==> src/core/osv_map.svh <==
// Purpose: register map, field positions and timing constants for the oscillator supervisor
// Assumes: 32-bit AXI4-Lite, one register per aligned word, byte address is four times index
// Notes: printed offsets are kept as indices
//
// Behaviour
// - Wake-up interrupt runs on main clock
// - Power-down stops both oscillators, wake restarts them
// - Wait stabilization delay before wake interrupt
// - Supervisor always enabled, no disable bit
// - Divide reference by ten, flag slower main
// - Failure switches system clock to reference
// - Failure asserts internal reset
// - Supervisor reset keeps timer flag, sets fail flag
// - Recovery runs final reset phase on reference
// - Return clock to main, then release reset
// - Chip stays reset while other requests remain
// - Fail flag software writable; external reset clears flags
// - Wake needs enable bit and low pin
// - Source select picks monitored wake pin
// - No reset during wake-up oscillator start
// - Raise wake interrupt after start-up completes
// - Power-on treats main oscillator as failed
// - Select zero is interrupt pin, reset default
// - Enable bit seven, select bit four
`ifndef OSV_MAP_SVH
`define OSV_MAP_SVH

`define OSV_IDX_STATUS 8'hA9
`define OSV_IDX_PWAKE 8'h88
`define OSV_IDX_SUPV 8'hC0
`define OSV_ADDR_W 10
`define OSV_BIT_FAIL 7
`define OSV_BIT_TRST 6
`define OSV_BIT_WEN 7
`define OSV_BIT_WSEL 4
`define OSV_STATUS_RST 8'h00
`define OSV_REF_DIV 4'hA
`define OSV_CLK_NS 5
`define OSV_STAB_NS 1000000
`define OSV_RESP_OK 2'h0
`define OSV_RESP_ERR 2'h2

`endif

==> src/core/osv_pkg.sv <==
// Purpose: types for the oscillator supervisor
// Assumes: one 200 MHz clock
// Notes: state codes are one-hot
`include "osv_map.svh"

package osv_pkg;

  typedef enum logic [6:0] {
    OSV_FAIL = 7'h01,
    OSV_FINAL = 7'h02,
    OSV_REL = 7'h04,
    OSV_RUN = 7'h08,
    OSV_PD = 7'h10,
    OSV_WAKE = 7'h20,
    OSV_WSTAB = 7'h40
  } osv_state_t;

  typedef struct packed {
    logic clk_sel_rc;
    logic osc_reset;
    logic chip_reset;
    logic osc_run;
    logic wake_irq;
    logic wdt_stop;
  } osv_out_t;

  typedef struct packed {
    logic awready;
    logic wready;
    logic arready;
    logic aw_v;
    logic w_v;
    logic [`OSV_ADDR_W-1:0] aw_addr;
    logic [7:0] w_data;
    logic w_strb0;
    logic bvalid;
    logic [1:0] bresp;
    logic rvalid;
    logic [1:0] rresp;
    logic [7:0] rdata;
  } osv_bus_t;

  typedef struct packed {
    osv_state_t st;
    logic [23:0] cnt;
    logic [3:0] rc_div;
    logic main_seen;
    logic main_slow;
    logic [2:0] rc_sh;
    logic [2:0] main_sh;
    logic [1:0] wk0_sh;
    logic [1:0] wk1_sh;
    logic [7:0] status;
    logic wake_en;
    logic wake_sel;
    osv_out_t o;
    osv_bus_t b;
  } osv_regs_t;

endpackage

==> src/core/osv_top.sv <==
// Purpose: oscillator supervisor with clock switch-over, reset and power-down wake control
// Assumes: both oscillators toggle below half of aclk; aclk keeps running in power-down
// Notes: registers over AXI4-Lite; only the low byte of each word is used
//
// Local design decision: the AXI4-Lite slave port.
`timescale 1ns/1ps
`include "osv_map.svh"

module osv_top
  import osv_pkg::*;
#(
  parameter logic [23:0] STAB_CYC = 24'(`OSV_STAB_NS / `OSV_CLK_NS)
) (
  input wire logic aclk, // system clock
  input wire logic aresetn, // synchronous reset, low active
  input wire logic main_osc_in, // main oscillator output, asynchronous
  input wire logic rc_osc_in, // reference oscillator output, asynchronous
  input wire logic wake_pin_ext_irq, // wake pin, low active, asynchronous
  input wire logic wake_pin_serial_rx, // wake pin, low active, asynchronous
  input wire logic pd_enter, // one-cycle power-down entry request
  input wire logic ext_reset_req, // external reset request, level
  input wire logic wdt_reset_req, // software watchdog reset request, level
  output logic clk_sel_rc, // system clock taken from reference oscillator
  output logic osc_reset, // supervisor reset request
  output logic chip_reset, // combined chip reset
  output logic osc_run, // oscillators enabled
  output logic wake_irq, // one-cycle wake-up interrupt request
  output logic wdt_stop, // software watchdog held stopped
  input wire logic [`OSV_ADDR_W-1:0] s_axi_awaddr, // write address
  input wire logic s_axi_awvalid, // write address valid
  output logic s_axi_awready, // write address ready
  input wire logic [31:0] s_axi_wdata, // write data
  input wire logic [3:0] s_axi_wstrb, // write strobes
  input wire logic s_axi_wvalid, // write data valid
  output logic s_axi_wready, // write data ready
  output logic [1:0] s_axi_bresp, // write response
  output logic s_axi_bvalid, // write response valid
  input wire logic s_axi_bready, // write response ready
  input wire logic [`OSV_ADDR_W-1:0] s_axi_araddr, // read address
  input wire logic s_axi_arvalid, // read address valid
  output logic s_axi_arready, // read address ready
  output logic [31:0] s_axi_rdata, // read data
  output logic [1:0] s_axi_rresp, // read response
  output logic s_axi_rvalid, // read response valid
  input wire logic s_axi_rready // read response ready
);

  localparam logic [`OSV_ADDR_W-1:0] ADDR_STATUS = {`OSV_IDX_STATUS, 2'h0};
  localparam logic [`OSV_ADDR_W-1:0] ADDR_PWAKE = {`OSV_IDX_PWAKE, 2'h0};
  localparam logic [`OSV_ADDR_W-1:0] ADDR_SUPV = {`OSV_IDX_SUPV, 2'h0};

  osv_regs_t r_reg;
  osv_regs_t r_next;

  logic rc_edge;
  logic main_edge;
  logic wake_low;
  logic do_write;
  logic [7:0] rd_val;
  logic rd_hit;

  assign rc_edge = r_reg.rc_sh[1] & ~r_reg.rc_sh[2];
  assign main_edge = r_reg.main_sh[1] & ~r_reg.main_sh[2];
  // Only the second stage of each pin synchroniser is read
  assign wake_low = r_reg.wake_sel ? ~r_reg.wk1_sh[1] : ~r_reg.wk0_sh[1];
  assign do_write = r_reg.b.aw_v & r_reg.b.w_v & ~r_reg.b.bvalid;

  always_comb begin
    rd_hit = 1'b1;
    rd_val = 8'h00;
    case (s_axi_araddr)
      ADDR_STATUS: rd_val = r_reg.status;
      ADDR_PWAKE: begin
        rd_val[`OSV_BIT_WEN] = r_reg.wake_en;
        rd_val[`OSV_BIT_WSEL] = r_reg.wake_sel;
      end
      ADDR_SUPV: rd_val = {1'b0, r_reg.st};
      default: rd_hit = 1'b0;
    endcase
  end

  always_comb begin
    r_next = r_reg;
    r_next.o.wake_irq = 1'b0;

    r_next.rc_sh = {r_reg.rc_sh[1:0], rc_osc_in};
    r_next.main_sh = {r_reg.main_sh[1:0], main_osc_in};
    r_next.wk0_sh = {r_reg.wk0_sh[0], wake_pin_ext_irq};
    r_next.wk1_sh = {r_reg.wk1_sh[0], wake_pin_serial_rx};

    // Frequency compare: one window is ten reference edges; no main edge means too slow
    if (r_reg.st == OSV_PD) begin
      r_next.rc_div = 4'h0;
      r_next.main_seen = 1'b0;
      r_next.main_slow = 1'b1;
    end else begin
      if (main_edge) begin
        r_next.main_seen = 1'b1;
      end
      if (rc_edge) begin
        if (r_reg.rc_div == `OSV_REF_DIV - 4'h1) begin
          r_next.rc_div = 4'h0;
          r_next.main_slow = ~(r_reg.main_seen | main_edge);
          r_next.main_seen = 1'b0;
        end else begin
          r_next.rc_div = r_reg.rc_div + 4'h1;
        end
      end
    end

    // No enable bit exists: monitoring runs in every state but power-down
    case (r_reg.st)
      OSV_RUN: begin
        if (r_reg.main_slow) begin
          r_next.st = OSV_FAIL;
        end else if (pd_enter) begin
          r_next.st = OSV_PD;
        end
      end
      OSV_FAIL: begin
        r_next.cnt = 24'h0;
        if (!r_reg.main_slow) begin
          r_next.st = OSV_FINAL;
        end
      end
      OSV_FINAL: begin
        r_next.cnt = r_reg.cnt + 24'h1;
        if (r_reg.main_slow) begin
          r_next.st = OSV_FAIL;
        end else if (r_reg.cnt >= STAB_CYC - 24'h1) begin
          r_next.st = OSV_REL;
        end
      end
      OSV_REL: begin
        r_next.st = OSV_RUN;
      end
      OSV_PD: begin
        if (r_reg.wake_en && wake_low) begin
          r_next.st = OSV_WAKE;
        end
      end
      OSV_WAKE: begin
        r_next.cnt = 24'h0;
        if (!r_reg.main_slow) begin
          r_next.st = OSV_WSTAB;
        end
      end
      OSV_WSTAB: begin
        r_next.cnt = r_reg.cnt + 24'h1;
        if (r_reg.main_slow) begin
          r_next.st = OSV_WAKE;
        end else if (r_reg.cnt >= STAB_CYC - 24'h1) begin
          r_next.st = OSV_RUN;
          r_next.o.wake_irq = 1'b1;
        end
      end
      default: begin
        r_next.st = OSV_FAIL;
      end
    endcase

    // Outputs follow the next state so they stand in step with the state register
    r_next.o.clk_sel_rc = (r_next.st == OSV_FAIL) || (r_next.st == OSV_FINAL)
      || (r_next.st == OSV_WAKE) || (r_next.st == OSV_WSTAB);
    r_next.o.osc_reset = (r_next.st == OSV_FAIL) || (r_next.st == OSV_FINAL)
      || (r_next.st == OSV_REL);
    r_next.o.osc_run = (r_next.st != OSV_PD);
    r_next.o.wdt_stop = r_next.o.osc_reset;
    r_next.o.chip_reset = r_next.o.osc_reset | ext_reset_req | wdt_reset_req;

    // Register bus: address and data are taken in either order, answered together
    if (s_axi_awvalid && r_reg.b.awready) begin
      r_next.b.aw_v = 1'b1;
      r_next.b.aw_addr = s_axi_awaddr;
    end
    if (s_axi_wvalid && r_reg.b.wready) begin
      r_next.b.w_v = 1'b1;
      r_next.b.w_data = s_axi_wdata[7:0];
      r_next.b.w_strb0 = s_axi_wstrb[0];
    end
    if (do_write) begin
      r_next.b.aw_v = 1'b0;
      r_next.b.w_v = 1'b0;
      r_next.b.bvalid = 1'b1;
      r_next.b.bresp = `OSV_RESP_OK;
      case (r_reg.b.aw_addr)
        ADDR_STATUS: begin
          if (r_reg.b.w_strb0) begin
            r_next.status = r_reg.b.w_data;
          end
        end
        ADDR_PWAKE: begin
          if (r_reg.b.w_strb0) begin
            r_next.wake_en = r_reg.b.w_data[`OSV_BIT_WEN];
            r_next.wake_sel = r_reg.b.w_data[`OSV_BIT_WSEL];
          end
        end
        ADDR_SUPV: begin
        end
        default: r_next.b.bresp = `OSV_RESP_ERR;
      endcase
    end
    if (r_reg.b.bvalid && s_axi_bready) begin
      r_next.b.bvalid = 1'b0;
    end
    r_next.b.awready = ~r_next.b.aw_v & ~r_next.b.bvalid;
    r_next.b.wready = ~r_next.b.w_v & ~r_next.b.bvalid;

    if (s_axi_arvalid && r_reg.b.arready) begin
      r_next.b.arready = 1'b0;
      r_next.b.rvalid = 1'b1;
      r_next.b.rdata = rd_val;
      r_next.b.rresp = rd_hit ? `OSV_RESP_OK : `OSV_RESP_ERR;
    end else if (r_reg.b.rvalid && s_axi_rready) begin
      r_next.b.rvalid = 1'b0;
      r_next.b.arready = 1'b1;
    end

    // Chip reset returns control bits to their defaults; flags have their own clears
    if (r_reg.o.chip_reset) begin
      r_next.wake_en = 1'b0;
      r_next.wake_sel = 1'b0;
      r_next.status[5:0] = 6'(`OSV_STATUS_RST);
    end
    if (ext_reset_req) begin
      r_next.status[`OSV_BIT_FAIL] = 1'b0;
      r_next.status[`OSV_BIT_TRST] = 1'b0;
    end
    // Hardware sets come last so an event is never lost to a clear
    if (wdt_reset_req) begin
      r_next.status[`OSV_BIT_TRST] = 1'b1;
    end
    if (r_reg.st == OSV_FAIL) begin
      r_next.status[`OSV_BIT_FAIL] = 1'b1;
    end
  end

  always_ff @(posedge aclk) begin
    if (!aresetn) begin
      r_reg <= '0;
      r_reg.st <= OSV_FAIL;
      r_reg.main_slow <= 1'b1;
      // Wake pins idle high; a cleared stage would read as a wake request
      r_reg.wk0_sh <= '1;
      r_reg.wk1_sh <= '1;
      r_reg.o.clk_sel_rc <= 1'b1;
      r_reg.o.osc_reset <= 1'b1;
      r_reg.o.chip_reset <= 1'b1;
      r_reg.o.osc_run <= 1'b1;
      r_reg.o.wdt_stop <= 1'b1;
      r_reg.status <= `OSV_STATUS_RST;
      r_reg.b.awready <= 1'b1;
      r_reg.b.wready <= 1'b1;
      r_reg.b.arready <= 1'b1;
    end else begin
      r_reg <= r_next;
    end
  end

  assign clk_sel_rc = r_reg.o.clk_sel_rc;
  assign osc_reset = r_reg.o.osc_reset;
  assign chip_reset = r_reg.o.chip_reset;
  assign osc_run = r_reg.o.osc_run;
  assign wake_irq = r_reg.o.wake_irq;
  assign wdt_stop = r_reg.o.wdt_stop;
  assign s_axi_awready = r_reg.b.awready;
  assign s_axi_wready = r_reg.b.wready;
  assign s_axi_bvalid = r_reg.b.bvalid;
  assign s_axi_bresp = r_reg.b.bresp;
  assign s_axi_arready = r_reg.b.arready;
  assign s_axi_rvalid = r_reg.b.rvalid;
  assign s_axi_rresp = r_reg.b.rresp;
  assign s_axi_rdata = {24'h0, r_reg.b.rdata};
endmodule

==> config.mk <==
export PLATFORM = sky130hd
export DESIGN_NAME = osv_top
export DESIGN_NICKNAME = d
export VERILOG_FILES = /design/src/core/osv_pkg.sv /design/src/core/osv_top.sv
export VERILOG_INCLUDE_DIRS = /design/src /design/src/core
export SDC_FILE = /design/constraint.sdc
export NUM_CORES = 1
export LEC_CHECK = 0
export ABC_CLOCK_PERIOD_IN_PS = 2360
export BUFFER_PORTS_ARGS = -buffer_cell sky130_fd_sc_hd__buf_4
export CORE_MARGIN = 5
export CORE_UTILIZATION = 53
export DETAILED_ROUTE_END_ITERATION = 16
export PLACE_DENSITY_LB_ADDON = 0.3
export SLEW_MARGIN = 25
export SYNTH_ARGS = -nofsm -noshare
export SYNTH_HDL_FRONTEND = slang
export SYNTH_SLANG_ARGS = --single-unit
==> constraint.sdc <==
create_clock -name aclk -period 2.36 [get_ports aclk]
set_input_delay 0.354 -clock aclk [delete_from_list [all_inputs] [get_ports aclk]]
set_output_delay 0.354 -clock aclk [all_outputs]
set_load 0.05 [all_outputs]
# Word-level counts from Yosys, hierarchy flattened
# Cells that the tools add are included.
[totals]
in_bits = 70
wordCells = 146
output_inout_bits = 47
register_bits = 100
[op_classes]
bitwise = 20
add_sub_neg = 2
magnitude_cmp = 1
n_reduce_logical = 30
mux = 41
eq_ne = 20
[ops]
columns = ["cell", "n"]
rows = [
  ["two-way mux 7 bit", 9],
  ["== test 10 bit (second input constant)", 6],
  ["case mux 7 bit (7 select lines)", 1],
  ["case mux 24 bit (2 select lines)", 1],
  ["adder 24 x 1 -> 24 bit (second input constant)", 1],
  ["greater-or-equal comparator 24 x 18 -> 1 bit (second input constant)", 1],
  ["nonzero test 3 bit", 6],
  ["two-way mux 2 bit", 8],
  ["two-way mux 8 bit", 2],
  ["== test 7 x 1 -> 1 bit (second input constant)", 2],
  ["== test 7 x 2 -> 1 bit (second input constant)", 2],
  ["== test 7 x 3 -> 1 bit (second input constant)", 2],
  ["== test 7 x 6 -> 1 bit (second input constant)", 2],
  ["== test 7 bit (second input constant)", 2],
  ["two-way mux 1 bit", 13],
  ["AND reduction 3 bit", 4],
  ["NOT 1 bit", 11],
  ["two-way mux 10 bit", 1],
  ["OR reduction 3 bit", 3],
  ["case mux 4 bit (2 select lines)", 1],
  ["OR reduction 2 bit", 4],
  ["== test 7 x 4 -> 1 bit (second input constant)", 1],
  ["== test 7 x 5 -> 1 bit (second input constant)", 1],
  ["inequality test 7 x 5 -> 1 bit (second input constant)", 1],
  ["other kinds (13)", 29],
]

# Depth between registers and ports, before layout
[logic_depth]
word_depth = 10
depth_mapped = 7
ltp_nobuf = 7

# Worst setup path before layout
# No wires, ideal clock.
[synth_path]
path_kind = "reg2reg"
startpoint = "reg r_reg[70] in the netlist's numbering"
endpoint = "reg, netlist name clk_sel_rc"
setup_ps = 128
arrival_time_ps = 1773
stages_incl_launch_ff = 8
slack_ps = 459
period_less_slack_ps = 1901
path_cell_list = "dfxtp_1 -> ha_1 -> and2_1 -> a211oi_1 -> or4b_2 -> and3_1 -> nor2_1 -> o211ai_1"
[synth_between]
elab_chain_len = 8
[synth_lines]
columns = ["element", "line", "source"]
rows = [
  ["start: declaration", "osv_top.sv:52", "osv_regs_t r_reg;"],
  ["start signal: assignment", "osv_top.sv:256", "r_reg <= r_next;"],
  ["greater-or-equal comparator 24 x 18 -> 1 bit (*)", "osv_top.sv:130, osv_top.sv:152", ""],
  ["two-way mux 7 bit, on equally long branches", "osv_top.sv:152, osv_top.sv:130", ""],
  ["two-way mux 7 bit, on equally long branches", "osv_top.sv:150, osv_top.sv:128", ""],
  ["case mux 7 bit (7 select lines) (*)", "osv_top.sv:112", "case (r_reg.st)"],
  ["== test 7 x 1 -> 1 bit / == test 7 x 2 -> 1 bit (equally long branches)", "osv_top.sv:163", "r_next.o.clk_sel_rc = (r_next.st == OSV_FAIL) || (r_next.st == OSV_FINAL)"],
  ["logical OR 1 bit", "osv_top.sv:163", ""],
  ["logical OR 1 bit", "osv_top.sv:164", "|| (r_next.st == OSV_WAKE) || (r_next.st == OSV_WSTAB);"],
  ["logical OR 1 bit (*)", "osv_top.sv:164", ""],
]
# Mark *: on every way between the ends. The rest lies on a longest branch, timed or not.
# A chain may end at the register's enable or synchronous reset.

# Final worst setup path
[layout_path]
startpoint = "reg r_reg[95] in the netlist's numbering"
endpoint = "reg r_reg[98] in the netlist's numbering"
[layout_between]
elab_chain_len = 2
[layout_lines]
columns = ["element", "line"]
rows = [
  ["== test 7 bit, or another cell as far along", "osv_top.sv:112"],
  ["case mux 7 bit (7 select lines) (*)", "osv_top.sv:112"],
]
# Marked as above.

==> impl_metrics.py <==
metrics = {
    "run_status": {
        "status": "finished, final reports clean",
    },
    "logic_synthesis": {
        "synth-edff-count": 0,
        "yosysMostFrequentCell": "dfxtp_1",
        "synth_xor_area_share_pct": 5.51,
        "synthArstFlopShare_pct": 0,
        "ys.flop_type": "dfxtp_1",
        "synth_compound_area_share_pct": 10.0,
        "synthMuxAreaShare_pct": 2.47,
        "ys_top_cells_by_area": "dfxtp_1 44%, buf_4 6.4%, nand2_1 6.0%",
        "synth_seq_cells": 98,
        "synth_top_family_by_area": "simple AND/OR/NAND/NOR gates",
        "ys_seq_area_share_pct": 44.1,
        "synth_top_cell_by_area": "dfxtp_1",
        "syn_inst": 517,
        "netlist.area_leader.share_pct": 44.1,
        "yosys_warnings": 0,
        "synth_area_um2": 4450,
        "synth_common_cells": "98 x dfxtp_1, 71 x nand2_1, 62 x nor2_1",
        "yosys.area_share.adder_pct": 0.281,
        "yosys.area_share.simple_pct": 28.5,
        "avgSynthCellArea_um2": 8.61,
        "yosysUniqueCellTypes": 57,
    },
    "global_routing": {
        "grt_overflow": 0,
        "busiest_layer": "met2",
        "gr-usage-all-layers_pct": 17.7,
        "grt_pass1_wl_um": 14800,
        "first_global_vias": 3327,
        "met1_usage_pct": 22.9,
        "antenna_found_initial": 0,
        "grt_use_met3_pct": 4.27,
        "grt_max_degree": 39,
        "grt_use_met2_pct": 29.3,
    },
    "timing": {
        "period_minus_slack_ps": 2120,
        "post-route-period-util_pct": 89.8,
        "slew_headroom_pct": 55.5,
        "worst_pin_slew_ps": 661,
        "hold_slack_ps": 167,
        "rsz0062_at_grt": "no",
        "finalWorstSetupSlack_ps": 241,
        "setup_viol": 0,
        "skew_ps": 15.8,
        "max_freq_mhz": 472,
        "final.setup.tns_ps": 0,
        "slew_violations": 0,
        "hold_viol_final": 0,
    },
    "place": {
        "dp_hpwl_um": 6650,
        "post_dp_cell_area_um2": 4820,
        "routabilityCongestion": 0.874,
        "numPortBuffers": 63,
        "pre_cts_ws_ps": 258,
    },
    "cts": {
        "cts_tree": "done",
        "postCtsHoldBufs": 0,
        "postCtsSetupRepairBufs": 0,
        "path_clk_slew_ps": 120,
        "clkLatencyLatePin_ps": 380,
        "cts_buffers": 9,
        "htreeDepth": 3,
        "cts_resized": 0,
        "cts.path.max_buffers": 2,
        "clock-sinks": 98,
        "cts-root-buf": "clkbuf_8",
    },
    "detailed_routing": {
        "wire_per_inst_um": 13.3,
        "drcViolationCount": 0,
        "drt_iter0_markers": 140,
        "vias": 3529,
        "viasPerCell": 5.24,
        "drtAntennaViolNets": 0,
        "wl_um": 8970,
        "drt-pass1-iter-count": 4,
    },
    "floorplan": {
        "pin_count": 117,
        "placementRows": 33,
        "core_area_um2": 8220,
        "die_h_um": 102,
        "dieArea_um2": 10300,
        "die_x_um": 102,
        "initial_utilization_pct": 54.1,
    },
    "power_and_ir_drop": {
        "p_leak_nw": 2.09,
        "ir_drop_uv": 398,
        "powerDensity_nw_per_um2": 651,
        "power_mw": 3.28,
    },
    "hold_path": {
        "hold_start": "wake_pin_ext_irq",
        "hold_path.class": "primary input to flop",
        "whs_endpoint": "r_next[57]$_SDFF_PN1_",
        "min_path_cells": 2,
    },
    "final_layout": {
        "nets": 634,
        "num_antenna_cells": 0,
        "multi_input_area_um2": 2180,
        "finalInstanceArea_um2": 5040,
        "fill_cells": 724,
        "syn_to_final_growth_pct": 13.3,
        "largest_register_ff_count": 72,
        "drive_gt1_share_pct": 17.3,
        "seq_area_um2": 1960,
    },
    "setup_path": {
        "path_cells": "nor2_1 > a221oi_4 > o221ai_2 > and2_4 > and3_1 > o21a_1",
        "path_class": "flop to flop",
        "rrSetupSlack_ps": 240,
        "crit_path_top_delay_cell": "a221oi_4",
        "arrival_ps": 2390,
        "cp_max_fo": 9,
        "required_ps": 2630,
        "worstSetupEndpointType": "flop",
        "startpoint_type": "flop",
        "max_stage_delay_ps": 570,
        "r2r_end": "r_reg[98]$_SDFF_PN0_",
        "reg2regPathDepth": 6,
        "r2r-start": "r_reg[95]$_SDFF_PN0_",
    },
    "job": {
        "drv_cap": 0,
    },
}
area by class of cell:
| cell class | instances | area share (%) |
|---|---|---|
| Inverter | 9 | 0.670 |
| Sequential cell | 98 | 38.9 |
| Multi-Input combinational cell | 377 | 43.3 |
| Tap cell | 105 | 2.61 |
| Timing Repair Buffer | 68 | 10.1 |
| Clock buffer | 9 | 2.46 |
| Clock inverter | 7 | 1.96 |
power by group:
| group | leakage (nW) | total [mW] | internal (mW) | switching [mW] |
|---|---|---|---|---|
| clock | 0.111 | 1.14 | 0.446 | 0.694 |
| sequential | 0.799 | 1.74 | 1.71 | 0.0321 |
| combinational | 1.18 | 0.395 | 0.124 | 0.271 |
| total | 2.09 | 3.28 | 2.28 | 0.997 |
cells in the final DEF (no fill, tap or decap), types with 3 or more instances in the layout:
| cell type | netlist | final |
|---|---|---|
| o21ai_0 | 10 | 9 |
| nand3_1 | 12 | 12 |
| nor4_1 | 6 | 6 |
| buf_4 | 38 | 68 |
| inv_8 | 0 | 3 |
| nand2_1 | 71 | 71 |
| clkinv_8 | 0 | 3 |
| inv_1 | 9 | 9 |
| and2_1 | 13 | 13 |
| a221oi_1 | 7 | 7 |
| a21oi_1 | 32 | 32 |
| nand4_1 | 7 | 7 |
| mux2i_1 | 11 | 11 |
| nor3_2 | 3 | 3 |
| nand2b_1 | 10 | 10 |
| xor2_1 | 20 | 20 |
| nor2b_1 | 5 | 5 |
| a22oi_1 | 3 | 3 |
| xnor2_1 | 8 | 8 |
| nor2_1 | 62 | 62 |
| conb_1 | 1 | 26 |
| o21a_1 | 3 | 3 |
| dfxtp_1 | 98 | 98 |
| clkbuf_8 | 0 | 9 |
| and3_1 | 14 | 14 |
| nor3_1 | 16 | 16 |
worst max-delay path, delay by kind of cell (launching register included):
family,cells,cell delay (ps)
simple gates,3,550
compound gates,3,920
flops,1,560
kinds of logic after synthesis:
logic type	Yosys count
XOR/XNOR	28
adder cells (fa/ha/maj)	1
other	1
flip-flops	98
multiplexers	11
AO/OA/AOI/OAI	69
buffers and inverters	67
AND/OR/NAND/NOR	242
worst max-delay path by stage:
| stage | slack [ps] | end | depth (start not counted) | startpoint |
|---|---|---|---|---|
| after floorplan | 460 | clk_sel_rc$_SDFF_PN1_ | 7 | r_reg[70]$_SDFFE_PN0P_ |
| after CTS | 210 | r_reg[89]$_SDFFE_PN0P_ | 6 | r_reg[95]$_SDFF_PN0_ |
| after global routing | 60 | r_reg[97]$_SDFF_PN0_ | 7 | r_reg[70]$_SDFFE_PN0P_ |
| final | 240 | r_reg[98]$_SDFF_PN0_ | 6 | r_reg[95]$_SDFF_PN0_ |
| after detailed placement | 260 | r_reg[89]$_SDFFE_PN0P_ | 6 | r_reg[95]$_SDFF_PN0_ |
| after global placement | 300 | clk_sel_rc$_SDFF_PN1_ | 7 | r_reg[70]$_SDFFE_PN0P_ |
per-layer routing:
layer	part of all wire [%]	wire length [um]
met4	1.4	129
met1	44	3960
met3	6.8	613
met2	48	4270
met5	0	0
stage by stage:
stage                     util [%]  std cells
final                         61.4        673
after global routing          61.4        673
after CTS                     61.4        673
after detailed placement      58.6        657
after global placement        58.6        657
after floorplan                  -        542
Note: power is estimated with default switching activity, not from simulation.
